--- config.mk ---
export PLATFORM = sky130hd
export DESIGN_NAME = wdit_top
export DESIGN_NICKNAME = d
export VERILOG_FILES = /design/src/wdit_pkg.sv /design/src/wdit_if.sv /design/src/wdit_prescaler.sv /design/src/wdit_reset_pulse.sv /design/src/wdit_top.sv
export VERILOG_INCLUDE_DIRS = /design/src /design/src/src
export SDC_FILE = /design/constraint.sdc
export NUM_CORES = 1
export LEC_CHECK = 0
export ABC_AREA = 1
export BUFFER_PORTS_ARGS = -buffer_cell sky130_fd_sc_hd__buf_2
export CORE_UTILIZATION = 54
export CTS_BUF_LIST = sky130_fd_sc_hd__clkbuf_8
export DETAILED_ROUTE_END_ITERATION = 10
export PLACE_DENSITY = 0.76
export SYNTH_ARGS = -nofsm -noshare
export SYNTH_HDL_FRONTEND = slang
export SYNTH_SLANG_ARGS = --single-unit
--- constraint.sdc ---
create_clock -name clock -period 1.95 [get_ports clock]
set_input_delay 0.195 -clock clock [delete_from_list [all_inputs] [get_ports clock]]
set_output_delay 0.195 -clock clock [all_outputs]
set_load 0.1 [all_outputs]
--- src/wdit_defines.svh ---
// register addresses, field positions, reset values and timing counts of the watch unit
// assumes a 40 MHz system clock where one state is one clock period
`ifndef WDIT_DEFINES_SVH
`define WDIT_DEFINES_SVH

// lower 16 address bits
`define WDIT_ADDR_CSR 16'hFFA8
`define WDIT_ADDR_CNT 16'hFFA9
`define WDIT_ADDR_RSTC_WR 16'hFFAA
`define WDIT_ADDR_RSTC_RD 16'hFFAB

// field positions
`define WDIT_CSR_OVF 7
`define WDIT_CSR_MODE 6
`define WDIT_CSR_TME 5
`define WDIT_CSR_CKS_HI 2
`define WDIT_RSTC_WATCHDOG_RESET_FLAG 7
`define WDIT_RSTC_OE 6

// reset values and reserved read-as-one masks
`define WDIT_CSR_RESET 8'h18
`define WDIT_CNT_RESET 8'h00
`define WDIT_RSTC_RESET 8'h3F
`define WDIT_CSR_RSVD 8'h18
`define WDIT_RSTC_RSVD 8'h3F

// timing: states are clock periods of the system clock
`define WDIT_CLK_MHZ 40
`define WDIT_STATE_NS 25
`define WDIT_INT_RST_STATES 518
`define WDIT_EXT_RST_STATES 132
`define WDIT_INT_RST_CYC ((`WDIT_INT_RST_STATES * `WDIT_STATE_NS * `WDIT_CLK_MHZ + 999) / 1000)
`define WDIT_EXT_RST_CYC ((`WDIT_EXT_RST_STATES * `WDIT_STATE_NS * `WDIT_CLK_MHZ + 999) / 1000)

`endif

--- src/wdit_pkg.sv ---
// types shared by the watch unit modules
// assumes nothing beyond a SystemVerilog compiler
package wdit_pkg;

   // write keys carried in the upper byte of a word write
   typedef enum logic [7:0] {
      WDIT_KEY_CNT = 8'h5A,
      WDIT_KEY_CSR = 8'hA5
   } wdit_key_t;

   typedef struct packed {
      logic [7:0] cnt;
      logic ovf;
      logic mode;
      logic count_enable;
      logic [2:0] cks;
      logic ovf_seen;
      logic watchdog_reset_flag;
      logic reset_output_enable;
      logic watchdog_reset_flag_seen;
      logic [7:0] rdata;
   } wdit_core_t;

   typedef struct packed {
      logic [11:0] div;
   } wdit_pre_t;

   typedef struct packed {
      logic [9:0] int_cnt;
      logic [7:0] ext_cnt;
   } wdit_pulse_t;

endpackage

--- src/wdit_if.sv ---
// internal link between the watch unit core, its prescaler and its reset pulse timer
// assumes all parties run on the same clock
`timescale 1ns/1ps
`default_nettype none
interface wdit_if;
   logic [2:0] cks;
   logic tick;
   logic fire;
   logic fire_ext;
   logic rst_int;
   logic rst_ext;

   modport core (output cks, output fire, output fire_ext,
                 input tick, input rst_int, input rst_ext);
   modport pre (input cks, output tick);
   modport pulse (input fire, input fire_ext, output rst_int, output rst_ext);
endinterface
`default_nettype wire

--- src/wdit_prescaler.sv ---
// free-running system clock prescaler with an eight-way divide select
// assumes clock, synchronous reset and clock enable shared with the core
`timescale 1ns/1ps
`default_nettype none
`include "wdit_defines.svh"
module wdit_prescaler
   import wdit_pkg::*;
(
   // system
   input wire logic clock,
   input wire logic srst,
   input wire logic clk_en,
   // core link
   wdit_if.pre lnk
);

   wdit_pre_t st_r;
   wdit_pre_t st_nxt;
   logic [11:0] msk;

   // divide by 2,32,64,128,256,512,2048,4096
   always_comb
   begin
      unique case (lnk.cks)
         3'h0: msk = 12'h001;
         3'h1: msk = 12'h01F;
         3'h2: msk = 12'h03F;
         3'h3: msk = 12'h07F;
         3'h4: msk = 12'h0FF;
         3'h5: msk = 12'h1FF;
         3'h6: msk = 12'h7FF;
         3'h7: msk = 12'hFFF;
      endcase
   end

   // one tick per selected period
   assign lnk.tick = clk_en && ((st_r.div & msk) == msk);

   always_comb
   begin
      st_nxt = st_r;
      st_nxt.div = st_r.div + 12'h001;
   end

   always_ff @(posedge clock)
   begin
      if (srst)
         st_r <= '0;
      else if (clk_en)
         st_r <= st_nxt;
   end
endmodule // wdit_prescaler
`default_nettype wire

--- src/wdit_reset_pulse.sv ---
// stretches a watchdog overflow into the internal and external reset pulses
// assumes fire is a one-cycle pulse qualified by the clock enable
`timescale 1ns/1ps
`default_nettype none
`include "wdit_defines.svh"
module wdit_reset_pulse
   import wdit_pkg::*;
(
   // system
   input wire logic clock,
   input wire logic srst,
   input wire logic clk_en,
   // core link
   wdit_if.pulse lnk
);

   localparam logic [9:0] INT_CYC = 10'(`WDIT_INT_RST_CYC);
   localparam logic [7:0] EXT_CYC = 8'(`WDIT_EXT_RST_CYC);

   wdit_pulse_t st_r;
   wdit_pulse_t st_nxt;

   always_comb
   begin
      st_nxt = st_r;
      if (st_r.int_cnt != 10'h000)
         st_nxt.int_cnt = st_r.int_cnt - 10'h001;
      if (st_r.ext_cnt != 8'h00)
         st_nxt.ext_cnt = st_r.ext_cnt - 8'h01;
      if (lnk.fire)
      begin
         st_nxt.int_cnt = INT_CYC;
         st_nxt.ext_cnt = lnk.fire_ext ? EXT_CYC : 8'h00;
      end
   end

   always_ff @(posedge clock)
   begin
      if (srst)
         st_r <= '0;
      else if (clk_en)
         st_r <= st_nxt;
   end

   assign lnk.rst_int = (st_r.int_cnt != 10'h000);
   assign lnk.rst_ext = (st_r.ext_cnt != 8'h00);
endmodule // wdit_reset_pulse
`default_nettype wire

--- src/wdit_top.sv ---
// watch unit: 8-bit watchdog and interval timer with keyed word writes and byte reads
// assumes a cpu bus on the system clock, srst driven from the external reset pin
`timescale 1ns/1ps
`default_nettype none
`include "wdit_defines.svh"
module wdit_top
   import wdit_pkg::*;
(
   // system
   input wire logic clock,
   input wire logic srst,
   input wire logic clk_en,
   input wire logic standby,
   // cpu bus
   input wire logic [15:0] bus_addr,
   input wire logic bus_rd,
   input wire logic bus_wr,
   input wire logic bus_word,
   input wire logic [15:0] bus_wdata,
   output logic [7:0] bus_rdata,
   // reset and interrupt
   output logic chip_reset,
   output logic irq,
   output logic reset_output_pin_o,
   output logic reset_output_pin_oe
);

   localparam logic [7:0] CSR_RST = `WDIT_CSR_RESET;
   localparam logic [7:0] RSTC_RST = `WDIT_RSTC_RESET;
   localparam wdit_core_t CORE_RST = '{
      cnt: `WDIT_CNT_RESET,
      ovf: CSR_RST[`WDIT_CSR_OVF],
      mode: CSR_RST[`WDIT_CSR_MODE],
      count_enable: CSR_RST[`WDIT_CSR_TME],
      cks: CSR_RST[`WDIT_CSR_CKS_HI:0],
      ovf_seen: 1'b0,
      watchdog_reset_flag: RSTC_RST[`WDIT_RSTC_WATCHDOG_RESET_FLAG],
      reset_output_enable: RSTC_RST[`WDIT_RSTC_OE],
      watchdog_reset_flag_seen: 1'b0,
      rdata: 8'h00
   };

   wdit_if lnk ();

   wdit_core_t st_r;
   wdit_core_t st_nxt;

   logic csr_wr;
   logic rstc_wr;
   logic key_cnt;
   logic key_csr;
   logic cnt_write;
   logic ctl_write;
   logic ovf_clr;
   logic watchdog_reset_flag_clr;
   logic step;
   logic wrap;
   logic [7:0] csr_view;
   logic [7:0] rstc_view;

   wdit_prescaler u_pre (
      .clock (clock),
      .srst (srst),
      .clk_en (clk_en),
      .lnk (lnk.pre)
   );

   wdit_reset_pulse u_pulse (
      .clock (clock),
      .srst (srst),
      .clk_en (clk_en),
      .lnk (lnk.pulse)
   );

   // write decode: word writes only, keyed by the upper byte
   assign csr_wr = bus_wr && bus_word && (bus_addr == `WDIT_ADDR_CSR);
   assign rstc_wr = bus_wr && bus_word && (bus_addr == `WDIT_ADDR_RSTC_WR);
   assign key_cnt = (bus_wdata[15:8] == WDIT_KEY_CNT);
   assign key_csr = (bus_wdata[15:8] == WDIT_KEY_CSR);
   assign cnt_write = csr_wr && key_cnt;
   assign ctl_write = csr_wr && key_csr;
   assign ovf_clr = ctl_write && !bus_wdata[`WDIT_CSR_OVF] && st_r.ovf_seen;
   assign watchdog_reset_flag_clr = rstc_wr && key_csr && (bus_wdata[7:0] == 8'h00)
                     && st_r.watchdog_reset_flag_seen;

   // a counter write wins over a coincident tick
   assign step = st_r.count_enable && lnk.tick && !cnt_write && !lnk.rst_int;
   assign wrap = step && (&st_r.cnt);

   assign lnk.cks = st_r.cks;
   assign lnk.fire = wrap && st_r.mode;
   assign lnk.fire_ext = st_r.reset_output_enable;

   // read views, reserved bits forced to one
   assign csr_view = {st_r.ovf, st_r.mode, st_r.count_enable, 2'b00, st_r.cks} | `WDIT_CSR_RSVD;
   assign rstc_view = {st_r.watchdog_reset_flag, st_r.reset_output_enable, 6'h00} | `WDIT_RSTC_RSVD;

   always_comb
   begin
      st_nxt = st_r;

      // counter
      if (step)
         st_nxt.cnt = st_r.cnt + 8'h01;
      if (cnt_write)
         st_nxt.cnt = bus_wdata[7:0];

      // status and control
      if (ctl_write)
      begin
         st_nxt.mode = bus_wdata[`WDIT_CSR_MODE];
         st_nxt.count_enable = bus_wdata[`WDIT_CSR_TME];
         st_nxt.cks = bus_wdata[`WDIT_CSR_CKS_HI:0];
      end
      if (ovf_clr)
         st_nxt.ovf = 1'b0;
      if (wrap)
         st_nxt.ovf = 1'b1;

      // reset control
      if (rstc_wr && key_cnt)
         st_nxt.reset_output_enable = bus_wdata[`WDIT_RSTC_OE];
      if (watchdog_reset_flag_clr)
         st_nxt.watchdog_reset_flag = 1'b0;
      if (lnk.fire)
         st_nxt.watchdog_reset_flag = 1'b1;

      // byte reads; remember a flag seen as one
      if (bus_rd)
      begin
         unique case (bus_addr)
            `WDIT_ADDR_CSR: st_nxt.rdata = csr_view;
            `WDIT_ADDR_CNT: st_nxt.rdata = st_r.cnt;
            `WDIT_ADDR_RSTC_RD: st_nxt.rdata = rstc_view;
            default: st_nxt.rdata = 8'h00;
         endcase
         if (bus_addr == `WDIT_ADDR_CSR && st_r.ovf)
            st_nxt.ovf_seen = 1'b1;
         if (bus_addr == `WDIT_ADDR_RSTC_RD && st_r.watchdog_reset_flag)
            st_nxt.watchdog_reset_flag_seen = 1'b1;
      end

      // standby keeps the clock select
      if (standby)
      begin
         st_nxt.ovf = 1'b0;
         st_nxt.mode = 1'b0;
         st_nxt.count_enable = 1'b0;
      end

      // chip held in watchdog reset: reset control survives
      if (lnk.rst_int)
      begin
         st_nxt.ovf = CORE_RST.ovf;
         st_nxt.mode = CORE_RST.mode;
         st_nxt.count_enable = CORE_RST.count_enable;
         st_nxt.cks = CORE_RST.cks;
         st_nxt.watchdog_reset_flag = st_r.watchdog_reset_flag;
         st_nxt.reset_output_enable = st_r.reset_output_enable;
      end

      // halted counter sits at zero
      if (!st_nxt.count_enable)
         st_nxt.cnt = CORE_RST.cnt;
      if (!st_nxt.ovf)
         st_nxt.ovf_seen = 1'b0;
      if (!st_nxt.watchdog_reset_flag)
         st_nxt.watchdog_reset_flag_seen = 1'b0;
   end

   // srst stands for the external reset pin, the only reset clearing reset control
   always_ff @(posedge clock)
   begin
      if (srst)
         st_r <= CORE_RST;
      else if (clk_en)
         st_r <= st_nxt;
   end

   assign bus_rdata = st_r.rdata;
   assign chip_reset = lnk.rst_int;
   assign irq = st_r.ovf && !st_r.mode;
   // open drain: only ever pulls low
   assign reset_output_pin_o = 1'b0;
   assign reset_output_pin_oe = lnk.rst_ext;
endmodule // wdit_top
`default_nettype wire

# Word level (Yosys, flattened, before mapping)
# Memory sizes are Yosys's and may differ from the RTL's. A register that Yosys moved wholly into a read port is not among the register bits.
# Index checks and enable logic that the tools add are counted.
dict set report word_totals {
  reg_bits 56
  rom_bits 88
  input_bits 39
  out_inout_bits 12
  word_cells 98
  n_memories 1
}
dict set report classes {
  add_sub_neg 4
  n_eq_ne 12
  mux 25
  bitwise_logic 2
  reduce_logical 41
}
# memory depth word_bits rd rd_ports_with_merged_regs write_ports line
set memory_table {}
lappend memory_table {{(name not given)} 8 11 1 1 0 wdit_prescaler.sv:24} ;# unique case (lnk.cks)
# cell count
set ops {}
lappend ops {{16-bit equality test (second input constant)} 4}
lappend ops {{8-bit two-way mux} 5}
lappend ops {{8-bit one-hot mux with 3 select lines} 1}
lappend ops {{1-bit logical AND} 20}
lappend ops {{18-bit two-way mux} 1}
lappend ops {{12-bit by 1-bit adder with 12-bit output (second input constant)} 1}
lappend ops {{12-bit AND} 1}
lappend ops {{12-bit equality test} 1}
lappend ops {{2-bit AND reduction} 6}
lappend ops {{1-bit two-way mux} 10}
lappend ops {{10-bit two-way mux} 1}
lappend ops {{10-bit nonzero test} 1}
lappend ops {{10-bit by 1-bit subtractor with 10-bit output (second input constant)} 1}
lappend ops {{3-bit two-way mux} 3}
lappend ops {{9-bit two-way mux} 1}
lappend ops {{3-bit AND reduction} 3}
lappend ops {{8-bit by 1-bit adder with 8-bit output (second input constant)} 1}
lappend ops {{8-bit by 7-bit equality test with 1-bit output (second input constant)} 1}
lappend ops {{8-bit equality test (second input constant)} 1}
lappend ops {{8-bit zero test} 1}
lappend ops {{8-bit AND reduction} 1}
lappend ops {{8-bit nonzero test} 1}
lappend ops {{8-bit by 1-bit subtractor with 8-bit output (second input constant)} 1}
lappend ops {{6-bit two-way mux} 1}
lappend ops {{9 further kinds} 16}

# Longest topological paths before layout
dict set report logic_depth {
  depth_word 12
  mapped_depth 15
  mapped_depth_nobuf 15
}

# Cells and area by module
# From an unflattened synthesis, not the netlist that was laid out.
dict set report unflattened {
  hier_cells 554
  area_unflattened_um2 3668.5
}
# module instances cells_per_inst area_per_inst_um2 seq_area_each_um2
set modules_own_cells {}
lappend modules_own_cells {wdit_top 1 272 1806.7 520.5}
lappend modules_own_cells {wdit_reset_pulse 1 185 1199.9 360.3}
lappend modules_own_cells {wdit_prescaler 1 97 661.9 240.2}

# Least setup slack after synthesis
# Ideal clock, no wire load.
dict set report synth_path {
  kind {flip-flop to flip-flop}
  from {register u_pulse.st_r[0] (netlist name)}
  to {register u_pulse.st_r[7] (netlist name)}
  setup_ps 117
  t_arrival_ps 2029
  slack_ps -196
  stages_incl_launch_ff 11
  n_path_buf 0
  path_cell_list {dfxtp_1 -> inv_1 -> ha_1 -> nand3_1 -> nor2_1 -> nand2_1 -> nand2_1 -> nand2_4 -> inv_2 -> nor2_1 -> nor2_1}
}
dict set report synth_via {
  elab_chain_len 3
  elab_cells_between_ends 6
  cone_classes {add/sub (1); mux (2); reduce/logical (3)}
}
# item line
set synth_lines {}
lappend synth_lines {{start, declared} wdit_reset_pulse.sv:20} ;# wdit_pulse_t st_r;
lappend synth_lines {{start signal, assigned} wdit_reset_pulse.sv:42} ;# st_r <= st_nxt;
lappend synth_lines {{8-bit nonzero test} -}
lappend synth_lines {{net reset_output_pin_oe} wdit_top.sv:25} ;# output logic reset_output_pin_oe
lappend synth_lines {{2-bit nonzero test (no line)} -}
lappend synth_lines {{2-bit AND reduction (no line)} -}
# The timed path passes the listed nets, and every way through them passes these cells. The select of a mux whose other input is x is not followed.
# A chain may end at the register's enable or synchronous reset.

# Worst setup path after layout
dict set report layout_path {
  from {register u_pulse.st_r[8] (netlist name)}
  to {output port chip_reset}
}
dict set report layout_via {
  elab_chain_len 1
}
# item line
set layout_lines {}
lappend layout_lines {{10-bit nonzero test} wdit_reset_pulse.sv:45} ;# assign lnk.rst_int = (st_r.int_cnt != 10'h000);
lappend layout_lines {{end, declared} wdit_top.sv:22} ;# output logic chip_reset,
# No other way between the ends.

==> run summary <==
Initial Util -> 0.565
multiplexer share of the synthesized area -> 0
worst-path fanout max -> 4
Synth Area in Adders -> 0.0172
EDFF count, synth -> 0
Max Fclk -> 532 MHz
largest family of logic cells by synthesized area -> simple AND/OR/NAND/NOR gates
Syn Area/Cell -> 6.46 µm²
vias in the first global route -> 3,373
port bufs -> 49
grt ovf -> 0
layout cell share with drive strength beyond 1 -> 0.186
crit end category -> output pin
# rows -> 29
Synth async-reset ratio -> 0
Yosys cell types -> 34
worst rel slew slack -> 0.611
Leak -> 0.00199 µW
count of maximum capacitance violations -> 0
Tot GR Track Use -> 0.264
Final Cycle Share -> 0.964
n_diodes -> 0
Synth Cell Area -> 3630 µm²
Post-Synth XOR/XNOR Area -> 0.0290
most frequent cells in the layout -> nand2_1, nor2_1, inv_1
Clock Latency Late Sink -> 0.34 ns
Crit path required time -> 1.75 ns
IO Pins -> 51
post-route setup slack -> 0.0701 ns
clk_skew -> 0.00887 ns
Hold WS -> 0.176 ns
Yosys reg bits -> 63
Clock power frac -> 0.239
die width -> 84.0 µm
Layout area overhead -> 16.7%
sequential cell area fraction in the yosys report -> 0.348
Hold Path Class -> in -> reg
Final nets -> 664
switching share of power -> 0.423
Max Root-Sink Buffers -> 2
outcome -> finished, violations left
failing checks -> design-rule violations
Post-Synth Simple-Gate Area -> 0.384
Worst setup SP type -> flop
Reg clk slew, reported paths -> 0.07 ns
Pins Over Slew Limit -> 0
predominant post-synthesis flop cell -> dfxtp_1
die area -> 7050 µm²
Final Critical Period -> 1.88 ns
Seq pwr share -> 0.330
TritonRoute pass-1 iters -> 8
final routed DRC violation total -> 7
worst setup path category -> reg -> out
Ys Warns -> 0
maximum VDD drop -> 0.000644 V
Psw -> 2100 µW
height of the die -> 84.0 µm
TritonCTS clock tree -> yes
worst slew pin tran -> 0.583 ns
largest net degree at the start of global routing -> 28
Final Core Density -> 0.659
DR vias -> 3,661
PwrDens -> 1170 nW/µm²
clock root cell -> clkbuf_8
core area -> 6420 µm²
via/cell ratio -> 5.22
Logic pwr share -> 0.431
Final HPWL DP -> 6770 µm
Data arrival, critical path -> 1.68 ns
Mapped Nets -> 606
ANT nets after route -> 0
final WL -> 8900 µm
final hold violation count -> 0
Compound-Gate Fraction of Synth Area -> 0.107
most common cell after layout, fill and taps aside -> nand2_1
Power Internal -> 2860 µW
final setup vio count -> 0
initial antenna violation count -> 0
cts bufs inserted -> 9
first-pass GRT wire length -> 14,800 µm
average wire per standard cell -> 12.7 µm
DR iter-0 viols -> 245
TritonCTS Sinks -> 63
gpl congestion -> 1.02
post-place setup slack -> 0.121 ns
H-tree levels -> 3
Syn Inst Count -> 562
## state kept, by name, summed over array words and instances, names as in the netlist
register	flops
lnk.cks	3
lnk.fire_ext	1
bus_rdata	8
u_pre.msk	7
u_pre.st_r	12
rstc_view	1
st_r	10
u_pulse.st_r	18
csr_view	3
## path summary, 6_finish.rpt
check | from | end | slack [ns] | depth (start not counted)
hold reg to reg | u_pre.st_r[11] | u_pre.st_r[11] | 0.45 | 1
hold / removal | clk_en | u_pre.st_r[0] | 0.18 | 3
setup / recovery | u_pulse.st_r[8] | chip_reset | 0.07 | 6
setup reg to reg | u_pulse.st_r[8] | st_r[8] | 0.10 | 11
## through the flow
| step | total power, µW | setup TNS [ns] | area (µm²) | instances |
|---|---|---|---|---|
| 2_1_floorplan | 3320 | 0 | 3650 | 562 |
| 3_3_place_gp | 3680 | 0 | 3980 | 683 |
| 3_5_place_dp | 3730 | 0 | 3980 | 683 |
| 4_1_cts | 4920 | 0 | 4190 | 699 |
| 5_1_grt | 5300 | -0.0237 | 4240 | 702 |
| 6_report | 4960 | 0 | 4240 | 702 |
## layout make-up
cell class                      instances  area, µm²
Clock inverter                          7       81.3
Multi-Input combinational cell        400       2010
Inverter                               83        315
Tap cell                               77       96.3
Fill cell                             575       2190
Sequential cell                        63       1260
Timing Repair Buffer                   63        350
Clock buffer                            9        124
## repair_timing
action,CTS,global route
gates resized for setup,0,7
hold buffers,0,0
endpoints found under the setup margin,0,15
buffers inserted,0,2
## cells by family (layout without fill, tap and decap cells)
logic type	count (synthesis)	in the layout
other	1	1
xor gates and xnor gates	12	12
AOI/OAI and AO/OA	75	75
adders and majority gates	5	5
buffers and inverters	100	162
and+or+nand+nor	306	307
DFF	63	63
## layer usage
metal	routed length, µm	GRT usage
met3	490	0.0386
met2	4050	0.417
met5	0	0
met1	4190	0.356
met4	161	0.116
## power groups by stage
stage / Combinational [µW] / Clock, µW / Sequential [µW]
2_1_floorplan: 1710 / 0 / 1610
3_3_place_gp: 2030 / 0 / 1650
3_5_place_dp: 2070 / 0 / 1650
4_1_cts: 2080 / 1210 / 1630
5_1_grt: 2390 / 1260 / 1660
6_report: 2140 / 1190 / 1640
## worst max-delay path, stage by stage, from the launching register on
cell	delay, ns
dfxtp_1	0.33
inv_2	0.10
ha_4	0.15
nand3_2	0.10
nor2_4	0.21
clkinvlp_4	0.16
buf_2	0.31
## Yosys cell counts, types with 2 or more instances
cell,n,area (µm²)
buf_2,3,15.0
nand3_2,5,50.1
nand3b_1,2,15.0
nand2_1,126,473
clkbuf_1,5,18.8
buf_4,9,67.6
xnor2_1,4,35.0
inv_1,77,289
nor4_1,3,18.8
nand4_1,8,50.1
nand2_4,2,22.5
nand2_2,7,43.8
nor2_1,85,319
dfxtp_1,63,1260
inv_2,5,18.8
o21ai_1,5,25.0
xor2_1,8,70.1
nand3_1,47,235
nor2_2,3,18.8
nor3_1,10,50.1
nor2_4,4,45.0
o21ai_0,24,120
o211ai_1,2,15.0
ha_1,5,62.6
a21oi_1,41,205
Note: power is estimated with default switching activity, not from simulation.
